[src/rtl/ocpi_pkg.sv]
package ocpi_pkg;

  // Register bus geometry
  localparam int unsigned DATA_W = 8;
  localparam int unsigned ADDR_W = 2;

  // Register offsets
  localparam logic [1:0] OFF_OSC_CONTROL = 2'h0;
  localparam logic [1:0] OFF_OSC_TUNE = 2'h1;
  localparam logic [1:0] OFF_OSC_CONTROL_TWO = 2'h2;
  localparam logic [1:0] OFF_POWER_STATUS = 2'h3;

  // Field positions in osc_control_reg
  localparam int unsigned BIT_IDLE_ON_SLEEP = 7;
  localparam int unsigned FREQ_LSB = 4;
  localparam int unsigned BIT_STARTUP_DONE = 3;
  localparam int unsigned BIT_HF_STABLE = 2;
  localparam int unsigned CLK_SEL_LSB = 0;

  // Field positions in osc_tune_reg and osc_control_reg_two
  localparam int unsigned BIT_LOW_PICK = 7;
  localparam int unsigned BIT_PLL_ON = 6;
  localparam int unsigned TUNE_LSB = 0;
  localparam int unsigned TUNE_W = 6;
  localparam int unsigned BIT_MID_SEL = 0;

  // Field positions in the power status register
  localparam int unsigned STATE_LSB = 4;
  localparam int unsigned ACT_SRC_LSB = 0;

  // Reset values
  localparam logic RST_IDLE_ON_SLEEP = 1'b0;
  localparam logic [2:0] RST_FREQ_SEL = 3'h6;
  localparam logic [1:0] RST_CLK_SEL = 2'h0;
  localparam logic [7:0] RST_OSC_TUNE = 8'h00;
  localparam logic RST_MID_SEL = 1'b0;

  // Clock source select codes and active source codes
  localparam logic [1:0] CLK_SEL_PRIMARY = 2'h0;
  localparam logic [1:0] CLK_SEL_SECONDARY = 2'h1;
  localparam logic [1:0] ACT_PRIMARY = 2'h0;
  localparam logic [1:0] ACT_SECONDARY = 2'h1;
  localparam logic [1:0] ACT_INTERNAL = 2'h2;

  // Internal frequency select codes
  localparam logic [2:0] FREQ_DIV1 = 3'h7;
  localparam logic [2:0] FREQ_DIV16 = 3'h3;
  localparam logic [2:0] FREQ_500K = 3'h2;
  localparam logic [2:0] FREQ_250K = 3'h1;
  localparam logic [2:0] FREQ_LOWEST = 3'h0;
  localparam logic [3:0] SHIFT_FAST_500K = 4'h5;
  localparam logic [3:0] SHIFT_FAST_250K = 4'h6;
  localparam logic [3:0] SHIFT_FAST_LOW = 4'h9;
  localparam logic [3:0] SHIFT_MID_LOW = 4'h4;

  // Timing
  localparam int unsigned SYS_CLK_HZ = 20_000_000;
  localparam int unsigned SYS_CLK_PERIOD_NS = 1_000_000_000 / SYS_CLK_HZ;
  localparam int unsigned WAKE_READY_DELAY_NS = 200;
  localparam int unsigned WAKE_READY_CYCLES =
    (WAKE_READY_DELAY_NS + SYS_CLK_PERIOD_NS - 1) / SYS_CLK_PERIOD_NS < 1 ? 1 :
    (WAKE_READY_DELAY_NS + SYS_CLK_PERIOD_NS - 1) / SYS_CLK_PERIOD_NS;
  localparam int unsigned WAKE_CNT_W = 8;
  localparam int unsigned STARTUP_TIMER_TICKS = 1024;
  localparam int unsigned STARTUP_CNT_W = 11;

  // Power mode states
  typedef enum logic [3:0] {
    ST_RUN = 4'h1,
    ST_IDLE = 4'h2,
    ST_SLEEP = 4'h4,
    ST_WAKE = 4'h8
  } ocpi_state_t;

  // Internal oscillator taps
  typedef enum logic [2:0] {
    SRC_FAST = 3'h1,
    SRC_MID = 3'h2,
    SRC_SLOW = 3'h4
  } ocpi_src_t;

endpackage : ocpi_pkg

[src/rtl/ocpi_freq_if.sv]
`timescale 1ns/100ps
`default_nettype none
interface ocpi_freq_if;
  logic [2:0] freq_sel;
  logic low_pick;
  logic mid_sel;
  logic fast_tick;
  logic mid_tick;
  logic slow_tick;
  logic int_tick;

  modport ctl (
    output freq_sel, low_pick, mid_sel, fast_tick, mid_tick, slow_tick,
    input int_tick
  );
  modport div_side (
    input freq_sel, low_pick, mid_sel, fast_tick, mid_tick, slow_tick,
    output int_tick
  );
endinterface : ocpi_freq_if
`default_nettype wire

[src/rtl/ocpi_freq_div.sv]
`timescale 1ns/100ps
`default_nettype none
module ocpi_freq_div (
  input wire logic sys_clk,
  input wire logic rst_n,
  ocpi_freq_if.div_side fi
);

  // Oscillator tap chosen by the select code and both pick bits
  function automatic ocpi_pkg::ocpi_src_t src_of(
    input logic [2:0] sel, input logic low, input logic mid);
    ocpi_pkg::ocpi_src_t s;
    s = ocpi_pkg::SRC_FAST;
    if (sel == ocpi_pkg::FREQ_LOWEST && !low) begin
      s = ocpi_pkg::SRC_SLOW;
    end else if (sel < ocpi_pkg::FREQ_DIV16 && mid) begin
      s = ocpi_pkg::SRC_MID;
    end
    return s;
  endfunction : src_of

  // Power-of-two divide applied to the chosen tap
  function automatic logic [3:0] shift_of(
    input logic [2:0] sel, input logic low, input logic mid);
    logic [3:0] sh;
    sh = 4'h0;
    if (sel >= ocpi_pkg::FREQ_DIV16) begin
      sh = 4'(ocpi_pkg::FREQ_DIV1 - sel);
    end else if (mid) begin
      case (sel)
        ocpi_pkg::FREQ_250K: sh = 4'h1;
        ocpi_pkg::FREQ_LOWEST: sh = low ? ocpi_pkg::SHIFT_MID_LOW : 4'h0;
        default: sh = 4'h0;
      endcase
    end else begin
      case (sel)
        ocpi_pkg::FREQ_500K: sh = ocpi_pkg::SHIFT_FAST_500K;
        ocpi_pkg::FREQ_250K: sh = ocpi_pkg::SHIFT_FAST_250K;
        default: sh = low ? ocpi_pkg::SHIFT_FAST_LOW : 4'h0;
      endcase
    end
    return sh;
  endfunction : shift_of

  logic [8:0] fast_cnt_ff;
  logic [3:0] mid_cnt_ff;
  logic int_tick_ff;
  ocpi_pkg::ocpi_src_t src;
  logic [3:0] shift;
  logic [8:0] mask;
  logic nxt_tick;

  // Decode follows the select bits with no extra trigger
  always_comb begin
    src = src_of(fi.freq_sel, fi.low_pick, fi.mid_sel);
    shift = shift_of(fi.freq_sel, fi.low_pick, fi.mid_sel);
    mask = 9'((10'h001 << shift) - 10'h001);
    case (src)
      ocpi_pkg::SRC_FAST:
        nxt_tick = fi.fast_tick && (fast_cnt_ff & mask) == 9'h000;
      ocpi_pkg::SRC_MID:
        nxt_tick = fi.mid_tick && (mid_cnt_ff & mask[3:0]) == 4'h0;
      ocpi_pkg::SRC_SLOW: nxt_tick = fi.slow_tick;
      default: nxt_tick = 1'b0;
    endcase
  end

  // Free-running prescalers on the fast and mid taps
  always_ff @(posedge sys_clk or negedge rst_n) begin
    if (!rst_n) begin
      fast_cnt_ff <= 9'h000;
      mid_cnt_ff <= 4'h0;
    end else begin
      if (fi.fast_tick) fast_cnt_ff <= fast_cnt_ff + 9'h001;
      if (fi.mid_tick) mid_cnt_ff <= mid_cnt_ff + 4'h1;
    end
  end

  // Registered internal clock enable
  always_ff @(posedge sys_clk or negedge rst_n) begin
    if (!rst_n) int_tick_ff <= 1'b0;
    else int_tick_ff <= nxt_tick;
  end
  assign fi.int_tick = int_tick_ff;
endmodule : ocpi_freq_div
`default_nettype wire

[src/rtl/ocpi_top.sv]
// Design decisions made here: the placing of the registers and the address-and-strobe port.
`timescale 1ns/100ps
`default_nettype none
module ocpi_top #(
  parameter int unsigned STARTUP_TICKS = ocpi_pkg::STARTUP_TIMER_TICKS
) (
  input wire logic sys_clk,
  input wire logic rst_n,
  input wire logic [ocpi_pkg::ADDR_W-1:0] reg_addr,
  input wire logic [ocpi_pkg::DATA_W-1:0] reg_wdata,
  input wire logic reg_wr,
  input wire logic reg_rd,
  output logic [ocpi_pkg::DATA_W-1:0] reg_rdata,
  input wire logic sleep_exec,
  input wire logic wake_event,
  input wire logic two_speed_startup_cfg,
  input wire logic fast_osc_stable,
  input wire logic primary_tick,
  input wire logic secondary_tick,
  input wire logic fast_osc_tick,
  input wire logic mid_osc_tick,
  input wire logic slow_osc_tick,
  output logic primary_osc_en,
  output logic pll_on,
  output logic [ocpi_pkg::TUNE_W-1:0] osc_tune_trim,
  output logic [1:0] clk_src,
  output logic cpu_tick,
  output logic periph_tick,
  output logic cpu_halted
);

  ocpi_freq_if fi ();

  ocpi_pkg::ocpi_state_t state_ff;
  ocpi_pkg::ocpi_state_t nxt_state;
  logic idle_on_sleep_ff;
  logic [2:0] freq_sel_ff;
  logic [1:0] clk_sel_ff;
  logic [7:0] tune_ff;
  logic mid_sel_ff;
  logic done_ff;
  logic strap_taken_ff;
  logic hf_stable_ff;
  logic [ocpi_pkg::STARTUP_CNT_W-1:0] st_cnt_ff;
  logic [ocpi_pkg::WAKE_CNT_W-1:0] wake_cnt_ff;
  logic [7:0] rdata_ff;
  logic [1:0] clk_src_ff;
  logic cpu_tick_ff;
  logic periph_tick_ff;
  logic [1:0] act_src;
  logic src_tick;
  logic wr_ctl;
  logic wr_clk_sel_sec;
  logic timer_set;
  logic [7:0] ctl_view;

  assign wr_ctl = reg_wr && reg_addr == ocpi_pkg::OFF_OSC_CONTROL;
  assign wr_clk_sel_sec = wr_ctl &&
    reg_wdata[ocpi_pkg::CLK_SEL_LSB +: 2] == ocpi_pkg::CLK_SEL_SECONDARY;

  // Control register fields written by software
  always_ff @(posedge sys_clk or negedge rst_n) begin
    if (!rst_n) begin
      idle_on_sleep_ff <= ocpi_pkg::RST_IDLE_ON_SLEEP;
      freq_sel_ff <= ocpi_pkg::RST_FREQ_SEL;
      clk_sel_ff <= ocpi_pkg::RST_CLK_SEL;
    end else if (wr_ctl) begin
      idle_on_sleep_ff <= reg_wdata[ocpi_pkg::BIT_IDLE_ON_SLEEP];
      freq_sel_ff <= reg_wdata[ocpi_pkg::FREQ_LSB +: 3];
      clk_sel_ff <= reg_wdata[ocpi_pkg::CLK_SEL_LSB +: 2];
    end
  end

  // Tune register and second control register
  always_ff @(posedge sys_clk or negedge rst_n) begin
    if (!rst_n) begin
      tune_ff <= ocpi_pkg::RST_OSC_TUNE;
      mid_sel_ff <= ocpi_pkg::RST_MID_SEL;
    end else begin
      if (reg_wr && reg_addr == ocpi_pkg::OFF_OSC_TUNE) begin
        tune_ff <= reg_wdata;
      end
      if (reg_wr && reg_addr == ocpi_pkg::OFF_OSC_CONTROL_TWO) begin
        mid_sel_ff <= reg_wdata[ocpi_pkg::BIT_MID_SEL];
      end
    end
  end

  assign pll_on = tune_ff[ocpi_pkg::BIT_PLL_ON];
  assign osc_tune_trim = tune_ff[ocpi_pkg::TUNE_LSB +: ocpi_pkg::TUNE_W];

  // Internal oscillator divider hookup
  assign fi.freq_sel = freq_sel_ff;
  assign fi.low_pick = tune_ff[ocpi_pkg::BIT_LOW_PICK];
  assign fi.mid_sel = mid_sel_ff;
  assign fi.fast_tick = fast_osc_tick;
  assign fi.mid_tick = mid_osc_tick;
  assign fi.slow_tick = slow_osc_tick;

  ocpi_freq_div u_freq_div (
    .sys_clk(sys_clk),
    .rst_n(rst_n),
    .fi(fi)
  );

  // Primary stops whenever the secondary is selected
  assign primary_osc_en = clk_sel_ff != ocpi_pkg::CLK_SEL_SECONDARY;

  // Startup timer counts primary periods once the strap is taken
  assign timer_set = primary_osc_en && strap_taken_ff && !done_ff
    && primary_tick
    && st_cnt_ff == ocpi_pkg::STARTUP_CNT_W'(STARTUP_TICKS - 1);

  always_ff @(posedge sys_clk or negedge rst_n) begin
    if (!rst_n) begin
      st_cnt_ff <= '0;
    end else if (!primary_osc_en || done_ff || wr_clk_sel_sec) begin
      st_cnt_ff <= '0;
    end else if (primary_tick && strap_taken_ff) begin
      st_cnt_ff <= st_cnt_ff + 1'b1;
    end
  end

  // Startup done: strap load, timer set wins over secondary clear
  always_ff @(posedge sys_clk or negedge rst_n) begin
    if (!rst_n) begin
      done_ff <= 1'b0;
      strap_taken_ff <= 1'b0;
    end else if (!strap_taken_ff) begin
      done_ff <= !two_speed_startup_cfg;
      strap_taken_ff <= 1'b1;
    end else if (timer_set) begin
      done_ff <= 1'b1;
    end else if (wr_clk_sel_sec) begin
      done_ff <= 1'b0;
    end
  end

  // Fast internal stable status, read only
  always_ff @(posedge sys_clk or negedge rst_n) begin
    if (!rst_n) hf_stable_ff <= 1'b0;
    else hf_stable_ff <= fast_osc_stable;
  end

  // Source actually clocking the device
  always_comb begin
    if (clk_sel_ff == ocpi_pkg::CLK_SEL_SECONDARY) begin
      act_src = ocpi_pkg::ACT_SECONDARY;
    end else if (clk_sel_ff[1] || !done_ff) begin
      act_src = ocpi_pkg::ACT_INTERNAL;
    end else begin
      act_src = ocpi_pkg::ACT_PRIMARY;
    end
    case (act_src)
      ocpi_pkg::ACT_PRIMARY: src_tick = primary_tick;
      ocpi_pkg::ACT_SECONDARY: src_tick = secondary_tick;
      default: src_tick = fi.int_tick;
    endcase
  end

  // Power mode sequencing
  always_comb begin
    nxt_state = state_ff;
    case (state_ff)
      ocpi_pkg::ST_RUN: begin
        if (sleep_exec) begin
          nxt_state = idle_on_sleep_ff ? ocpi_pkg::ST_IDLE
                                       : ocpi_pkg::ST_SLEEP;
        end
      end
      ocpi_pkg::ST_IDLE: begin
        if (wake_event) nxt_state = ocpi_pkg::ST_WAKE;
      end
      ocpi_pkg::ST_SLEEP: begin
        if (wake_event) nxt_state = ocpi_pkg::ST_WAKE;
      end
      ocpi_pkg::ST_WAKE: begin
        if (wake_cnt_ff == '0) nxt_state = ocpi_pkg::ST_RUN;
      end
      default: nxt_state = ocpi_pkg::ST_RUN;
    endcase
  end

  always_ff @(posedge sys_clk or negedge rst_n) begin
    if (!rst_n) state_ff <= ocpi_pkg::ST_RUN;
    else state_ff <= nxt_state;
  end

  // Ready delay between wake event and first instruction
  always_ff @(posedge sys_clk or negedge rst_n) begin
    if (!rst_n) begin
      wake_cnt_ff <= '0;
    end else if (state_ff != ocpi_pkg::ST_WAKE) begin
      wake_cnt_ff <=
        ocpi_pkg::WAKE_CNT_W'(ocpi_pkg::WAKE_READY_CYCLES - 1);
    end else if (wake_cnt_ff != '0) begin
      wake_cnt_ff <= wake_cnt_ff - 1'b1;
    end
  end

  // Core and peripheral clock enables
  always_ff @(posedge sys_clk or negedge rst_n) begin
    if (!rst_n) begin
      cpu_tick_ff <= 1'b0;
      periph_tick_ff <= 1'b0;
      clk_src_ff <= ocpi_pkg::ACT_INTERNAL;
    end else begin
      cpu_tick_ff <= state_ff == ocpi_pkg::ST_RUN && src_tick;
      periph_tick_ff <= state_ff != ocpi_pkg::ST_SLEEP && src_tick;
      clk_src_ff <= act_src;
    end
  end

  assign cpu_tick = cpu_tick_ff;
  assign periph_tick = periph_tick_ff;
  assign clk_src = clk_src_ff;
  assign cpu_halted = state_ff != ocpi_pkg::ST_RUN;

  // Read view of the control register
  always_comb begin
    ctl_view = 8'h00;
    ctl_view[ocpi_pkg::BIT_IDLE_ON_SLEEP] = idle_on_sleep_ff;
    ctl_view[ocpi_pkg::FREQ_LSB +: 3] = freq_sel_ff;
    ctl_view[ocpi_pkg::BIT_STARTUP_DONE] = done_ff;
    ctl_view[ocpi_pkg::BIT_HF_STABLE] = hf_stable_ff;
    ctl_view[ocpi_pkg::CLK_SEL_LSB +: 2] = clk_sel_ff;
  end

  // Read data, valid only in the cycle after the strobe
  always_ff @(posedge sys_clk or negedge rst_n) begin
    if (!rst_n) begin
      rdata_ff <= 8'h00;
    end else if (!reg_rd) begin
      rdata_ff <= 8'h00;
    end else begin
      case (reg_addr)
        ocpi_pkg::OFF_OSC_CONTROL: rdata_ff <= ctl_view;
        ocpi_pkg::OFF_OSC_TUNE: rdata_ff <= tune_ff;
        ocpi_pkg::OFF_OSC_CONTROL_TWO: rdata_ff <= {7'h00, mid_sel_ff};
        ocpi_pkg::OFF_POWER_STATUS:
          rdata_ff <= {state_ff, 2'h0, clk_src_ff};
        default: rdata_ff <= 8'h00;
      endcase
    end
  end
  assign reg_rdata = rdata_ff;
endmodule : ocpi_top
`default_nettype wire

[config.mk]
export PLATFORM = sky130hd
export DESIGN_NAME = ocpi_top
export DESIGN_NICKNAME = d
export VERILOG_FILES = /design/src/rtl/ocpi_pkg.sv /design/src/rtl/ocpi_freq_if.sv /design/src/rtl/ocpi_freq_div.sv /design/src/rtl/ocpi_top.sv
export SDC_FILE = /design/constraint.sdc
export NUM_CORES = 1
export LEC_CHECK = 0
export BUFFER_PORTS_ARGS = -buffer_cell sky130_fd_sc_hd__buf_2
export CAP_MARGIN = 20
export CORE_MARGIN = 5
export CORE_UTILIZATION = 30
export CTS_CLUSTER_DIAMETER = 150
export DETAILED_ROUTE_END_ITERATION = 8
export HOLD_SLACK_MARGIN = 0.03
export SETUP_SLACK_MARGIN = 0.2
export SLEW_MARGIN = 20
export SYNTH_ARGS = -nofsm -noshare
export SYNTH_HDL_FRONTEND = slang
export SYNTH_SLANG_ARGS = --single-unit
[constraint.sdc]
create_clock -name sys_clk -period 4.5 [get_ports sys_clk]
set_clock_uncertainty 0.05 [all_clocks]
set_input_delay 0.225 -clock sys_clk [delete_from_list [all_inputs] [get_ports sys_clk]]
set_output_delay 0.225 -clock sys_clk [all_outputs]
set_load 0.005 [all_outputs]
Word-level counts from Yosys, hierarchy flattened
Cells that the tools add are included.
{"block": "op_classes", "add_sub_neg": 6, "magnitude_cmp": 2, "n_eq_ne": 24, "n_shift": 1, "n_mux": 26, "bitwise": 2, "n_reduce_logical": 33}
{"operator": "case mux 8 bit (4 select lines)", "count": 1}
{"operator": "two-way mux 4 bit", "count": 6}
{"operator": "two-way mux 8 bit", "count": 3}
{"operator": "two-way mux 11 bit", "count": 2}
{"operator": "case mux 4 bit (2 select lines)", "count": 2}
{"operator": "logical AND 1 bit", "count": 15}
{"operator": "case mux 4 bit (3 select lines)", "count": 1}
{"operator": "adder 11 x 1 -> 11 bit, second input constant", "count": 1}
{"operator": "== test 11 x 10 -> 1 bit, second input constant", "count": 1}
{"operator": "adder 9 x 1 -> 9 bit, second input constant", "count": 1}
{"operator": "AND 9 bit", "count": 1}
{"operator": "logical NOT 9 bit", "count": 1}
{"operator": "two-way mux 3 bit", "count": 3}
{"operator": "left shift 1 x 4 -> 9 bit, first input constant", "count": 1}
{"operator": "subtractor 9 x 1 -> 9 bit, second input constant", "count": 1}
{"operator": "== test 2 x 1 -> 1 bit, second input constant", "count": 4}
{"operator": "logical NOT 8 bit", "count": 1}
{"operator": "nonzero test 8 bit", "count": 1}
{"operator": "subtractor 8 x 1 -> 8 bit, second input constant", "count": 1}
{"operator": "== test 3 x 1 -> 1 bit, second input constant", "count": 2}
{"operator": "== test 3 x 2 -> 1 bit, second input constant", "count": 2}
{"operator": "two-way mux 2 bit", "count": 3}
{"operator": "adder 4 x 1 -> 4 bit, second input constant", "count": 1}
{"operator": "AND 4 bit", "count": 1}
{"operator": "26 further kinds", "count": 38}
{"block": "totals", "register_bits": 67, "output_inout_bits": 21}

Depth between registers and ports, before layout
{"block": "depth", "word_depth": 10, "ltp_mapped": 10, "ltp_nobuf": 9}

Cells and area by module
Synthesis repeated with hierarchy kept, for this count alone.
{"block": "hier_totals", "hier_cells": 326, "hier_area_um2": 3488.3}
{"mod": "ocpi_top", "n_inst": 1, "cells_per_inst": 229, "area_per_inst_um2": 2562.5}
{"mod": "ocpi_freq_div", "n_inst": 1, "cells_per_inst": 97, "area_per_inst_um2": 925.9}

Worst setup path before layout
Ideal clock, no wire load.
{"block": "synth_timing", "kind": "flip-flop to flip-flop", "startpoint": "register mid_sel_ff (netlist: fi.mid_sel)", "endpoint": "register u_freq_div.int_tick_ff (netlist: u_freq_div.fi.int_tick)", "t_arrival_ns": 2.093, "setup_slack_ns": 2.262, "stages_incl_launch_ff": 10, "path_buffers": 2, "synth_period_minus_slack_ns": 2.238, "cell_sequence": "dfrtp_1 -> clkbuf_1 -> nand2b_1 -> a32oi_1 -> ha_1 -> clkbuf_1 -> xnor2_1 -> a2111oi_0 -> a22oi_1 -> o31ai_1"}
{"block": "synth_between", "elab_chain_len": 8, "word_cells_on_any_way": 17}
{"element": "start, declared", "line_no": "ocpi_top.sv:40", "rtl": "logic mid_sel_ff;"}
{"element": "start signal, assigned", "line_no": "ocpi_top.sv:78", "rtl": "mid_sel_ff <= ocpi_pkg::RST_MID_SEL;"}
{"element": "start signal, assigned", "line_no": "ocpi_top.sv:84", "rtl": "mid_sel_ff <= reg_wdata[ocpi_pkg::BIT_MID_SEL];"}
{"element": "two-way mux 4 bit", "line_no": "ocpi_freq_div.sv:29", "rtl": "end else if (mid) begin"}
{"element": "two-way mux 4 bit", "line_no": "ocpi_freq_div.sv:27", "rtl": "if (sel >= ocpi_pkg::FREQ_DIV16) begin"}
{"element": "left shift 1 x 4 -> 9 bit", "line_no": "ocpi_freq_div.sv:57", "rtl": "mask = 9'((10'h001 << shift) - 10'h001);"}
{"element": "subtractor 9 x 1 -> 9 bit", "line_no": "ocpi_freq_div.sv:57"}
{"element": "AND 9 bit / AND 4 bit (equally long branches)", "line_no": "ocpi_freq_div.sv:60, ocpi_freq_div.sv:62"}
{"element": "logical NOT 9 bit / logical NOT 4 bit (equally long branches)", "line_no": "ocpi_freq_div.sv:60, ocpi_freq_div.sv:62"}
{"element": "logical AND 1 bit, on equally long branches", "line_no": "ocpi_freq_div.sv:60, ocpi_freq_div.sv:62"}
{"element": "case mux 1 bit (3 select lines) (*)", "line_no": "ocpi_freq_div.sv:58", "rtl": "case (src)"}
{"element": "via u_freq_div.nxt_tick", "line_no": "ocpi_freq_div.sv:51", "rtl": "logic nxt_tick;"}
{"element": "end signal, assigned", "line_no": "ocpi_freq_div.sv:82", "rtl": "else int_tick_ff <= nxt_tick;"}
{"element": "end, declared", "line_no": "ocpi_freq_div.sv:47", "rtl": "logic int_tick_ff;"}
Mark *: on every way through the listed nets, which the timed path passes. The rest lies on a longest branch.
A chain may end at the register's enable or synchronous reset.

Worst setup path in the final report
{"block": "layout_timing", "startpoint": "register freq_sel_ff[1] (netlist: fi.freq_sel[1])", "endpoint": "register u_freq_div.int_tick_ff (netlist: u_freq_div.fi.int_tick)"}
{"block": "layout_between", "elab_chain_len": 10, "word_cells_on_any_way": 26}
{"element": "start, declared", "line_no": "ocpi_top.sv:37", "rtl": "logic [2:0] freq_sel_ff;"}
{"element": "start signal, assigned", "line_no": "ocpi_top.sv:65", "rtl": "freq_sel_ff <= ocpi_pkg::RST_FREQ_SEL;"}
{"element": "start signal, assigned", "line_no": "ocpi_top.sv:69", "rtl": "freq_sel_ff <= reg_wdata[ocpi_pkg::FREQ_LSB +: 3];"}
{"element": "== test 3 x 1 -> 1 bit (tied with other cells)", "line_no": "ocpi_freq_div.sv:30, ocpi_freq_div.sv:36"}
{"element": "case mux 4 bit (2 select lines), on equally long branches", "line_no": "ocpi_freq_div.sv:36, ocpi_freq_div.sv:30"}
{"element": "two-way mux 4 bit", "line_no": "ocpi_freq_div.sv:29"}
{"element": "two-way mux 4 bit", "line_no": "ocpi_freq_div.sv:27"}
{"element": "left shift 1 x 4 -> 9 bit", "line_no": "ocpi_freq_div.sv:57"}
{"element": "subtractor 9 x 1 -> 9 bit", "line_no": "ocpi_freq_div.sv:57"}
{"element": "AND 9 bit / AND 4 bit (equally long branches)", "line_no": "ocpi_freq_div.sv:60, ocpi_freq_div.sv:62"}
{"element": "logical NOT 9 bit / logical NOT 4 bit (equally long branches)", "line_no": "ocpi_freq_div.sv:60, ocpi_freq_div.sv:62"}
{"element": "logical AND 1 bit, on equally long branches", "line_no": "ocpi_freq_div.sv:60, ocpi_freq_div.sv:62"}
{"element": "case mux 1 bit (3 select lines) (*)", "line_no": "ocpi_freq_div.sv:58"}
{"element": "via u_freq_div.nxt_tick", "line_no": "ocpi_freq_div.sv:51"}
Marked as above.

==> run summary <==
Crit-path slowest cell -> dfstp_2
CTS tree -> done
clock share of power -> 37.0%
outcome -> finished clean
Layout Utilization -> 37.1%
Area Growth Syn to Fin -> 20.0%
HPWL after detailed placement -> 5.34 mm
R2R Setup Slk -> 2010 ps
Total Wirelength -> 7.23 mm
CP required -> 4680 ps
sequential share of power -> 42.1%
Post-synth EDFFs -> 0
post-CTS sizing -> 0
FF+latch count, synth -> 67
clk sinks -> 67
Die Y -> 116 um
Int Pwr -> 1440 uW
slowest stage delay, CP -> 670 ps
Multi-input gate area -> 0.00162 sq mm
R2R depth -> 7
die area -> 0.0135 sq mm
FP Rows -> 38
RSZ-0062 raised after global routing -> false
first-pass GRT wire length -> 12.0 mm
worst slew margin relative to its limit -> 56.2%
Net count, final -> 397
final worst-path cycle share -> 55.3%
Root Driver -> clkbuf_16
Slew Limit Fails -> 0
Routability Congestion -> 0.858
postcts setup bufs -> 0
port buffer count -> 43
WL met1 -> 3.32 mm
maximum clock frequency -> 402 MHz
Setup violations, final -> 0
Routed Antenna Nets -> 0
WL met2 -> 3.42 mm
vias in the first global route -> 2,471
Cell Chain, Critical Path -> nand2b_1, a32oi_1, ha_1, xnor2_1, a2111oi_0, a22oi_1, o31ai_1
asr flop ratio synth -> 100%
# DRC -> 0
grt ovf -> 0
RR Startpoint -> fi.freq_sel[1]$_DFFE_PN1P_
Final Hold Vio Count -> 0
Inserted Clock Buffers -> 9
Total Negative Setup Slacks -> 0 ps
Switching Share -> 29.2%
HP Class -> in2reg
DR top layer -> met4
met3 WL -> 375 um
Comb pwr share -> 20.8%
1st-iter DRT viols -> 176
min cycle time layout -> 2490 ps
Max Root-Sink Buffers -> 2
WL per Instance -> 14.1 um
Critical Path AT -> 2660 ps
pin count of the biggest net entering global routing -> 40
Critical Path Sink -> u_freq_div.fi.int_tick$_DFF_PN0_
chip width -> 116 um
worst-case vdd ir drop -> 194 uV
Syn Std Cell Area -> 0.00340 sq mm
Worst-Skew Late Latency -> 330 ps
Storage cell area -> 0.00168 sq mm
Starting Density -> 30.9%
Leakage -> 0.00178 uW
cts hold-fix bufs -> 2
reg2reg end -> u_freq_div.fi.int_tick$_DFF_PN0_
Setup CP Type -> reg2reg
# Max-Cap Violations -> 0
Ports -> 44
fillers -> 1,115
fin cells -> 514
htree depth -> 3
DRT Pass-1 Iters -> 4
initial antenna violation count -> 0
sequential fraction of the synthesis area -> 49.5%
Worst Setup Start Kind -> register
PD cells -> 498 mW/mm^2
Synth Warn # -> 0
total vias in the final route -> 2,513
syn nets -> 354
share of cells above drive strength 1 -> 22.8%
Vias/cell -> 4.89
Syn Area/Cell -> 10.4 sq um
switching power -> 592 uW
CP Capture Type -> register
Top FF cell, synth -> dfrtp_1
Netlist cell types -> 54
actual slew at the worst max-slew pin -> 656 ps
CP Launch Point -> fi.freq_sel[1]$_DFFE_PN1P_
GRT Total Usage -> 11.4%
core area -> 0.0110 sq mm
crit path max fanout -> 16
Gate Count Post-Synth -> 325
DP Cell Count -> 495
total power -> 2030 uW
CTS clk-pin slew, worst paths -> 60 ps
-- per-layer routing --
layer | GRT usage [%] | vias up
met1 | 14.5 | 1209
met5 | 0 | -
met3 | 3.06 | 11
met2 | 18.4 | 55
met4 | 4.64 | 0
li1 | - | 1238
-- worst max-delay path, delay by kind of cell, from the launching register on --
family                   cells  cell delay [ps]
XOR/XNOR                     1              150
AO/OA/AOI/OAI                4              990
flip-flops                   1              670
adder cells (fa/ha/maj)      1              410
AND/OR/NAND/NOR              1              130
-- cell usage after synthesis (4+ instances only) --
cell type | count | area share (%)
clkbuf_1 | 7 | 0.77
nand4_1 | 12 | 2.2
nor3_1 | 4 | 0.59
nand3b_1 | 7 | 1.5
inv_1 | 8 | 0.88
buf_2 | 5 | 0.74
nand2_1 | 24 | 2.7
and2_1 | 8 | 1.5
a21oi_1 | 9 | 1.3
xor2_1 | 11 | 2.8
o21ai_0 | 17 | 2.5
dfrtp_1 | 63 | 46
mux2i_1 | 9 | 2.7
dfstp_2 | 4 | 3.1
ha_1 | 6 | 2.2
nand3_1 | 7 | 1.0
xnor2_1 | 16 | 4.1
mux2_2 | 14 | 4.6
nor2_1 | 32 | 3.5
nand2b_1 | 12 | 2.2
-- logic make-up after synthesis --
| group | after synthesis | share of synthesized area [%] |
|---|---|---|
| adders and majority gates | 6 | 2.21 |
| DFF | 67 | 49.5 |
| and+or+nand+nor | 127 | 20.2 |
| AOI/OAI and AO/OA | 49 | 9.65 |
| muxes | 26 | 8.62 |
| other | 1 | 0.110 |
| xor gates and xnor gates | 27 | 6.96 |
| buffers and inverters | 22 | 2.73 |
-- flip-flops by register name, summed over array words and instances (netlist names) --
name	flops
st_cnt_ff	11
u_freq_div.fast_cnt_ff	9
reg_rdata	8
tune_ff	8
wake_cnt_ff	8
state_ff	4
u_freq_div.mid_cnt_ff	4
fi.freq_sel	3
clk_sel_ff	2
clk_src	2
cpu_tick	1
done_ff	1
fi.mid_sel	1
hf_stable_ff	1
idle_on_sleep_ff	1
periph_tick	1
strap_taken_ff	1
u_freq_div.fi.int_tick	1
-- area by class of cell --
cell class	count	area share, %
clock buffers	12	6.05
diodes	1	0.0614
clock inverters	4	1.81
well taps	140	4.30
repair buffers	46	5.96
multi-input cells	236	39.8
inverters	8	0.737
flip-flops and latches	67	41.3
-- power groups by stage --
| stage | sequential (uW) | combinational, uW | clock (uW) |
|---|---|---|---|
| 2_1_floorplan | 809 | 334 | 0 |
| 3_3_place_gp | 863 | 420 | 0 |
| 3_5_place_dp | 867 | 427 | 0 |
| 4_1_cts | 857 | 430 | 771 |
| 5_1_grt | 881 | 480 | 800 |
| 6_report | 856 | 423 | 752 |
-- cell usage in the layout (no fill, tap or decap), types with 3 or more instances in the layout --
cell type  instances
clkbuf_16          9
and2_1             8
nand3_1            7
dfrtp_1           63
inv_1              8
xnor2_1           16
and3_1             3
nor2_1            32
or3_1              3
a21oi_1            9
mux2_2            14
nand3b_1           7
ha_1               6
nor3_1             4
nand2b_1          12
buf_2             43
o21ai_0           17
nor2b_1            3
nand2_1           24
nand4_1           12
mux2i_1            9
xor2_1            11
dfstp_2            4
-- per-stage QoR --
step | setup WS [ps] | hold slack [ps] | area (sq um)
after floorplan | 2260 | -121 | 3400
after global placement | 2160 | 239 | 3730
after detailed placement | 2060 | 246 | 3730
after CTS | 2060 | 66.9 | 4070
after global routing | 1930 | 71.8 | 4070
final | 2010 | 76.2 | 4070
-- how the worst min path moves through the flow --
stage	from	to	depth (start not counted)
global route	reg_wdata[2]	tune_ff[2]$_DFFE_PN0P_	2
CTS	reg_wdata[4]	fi.freq_sel[0]$_DFFE_PN0P_	3
finish	reg_wdata[4]	fi.freq_sel[0]$_DFFE_PN0P_	3
detailed placement	rst_n	u_freq_div.fast_cnt_ff[4]$_DFFE_PN0P_	1
global placement	rst_n	u_freq_div.fast_cnt_ff[4]$_DFFE_PN0P_	1
floorplan	rst_n	clk_sel_ff[0]$_DFFE_PN0P_	0
Note: power is estimated with default switching activity, not from simulation.
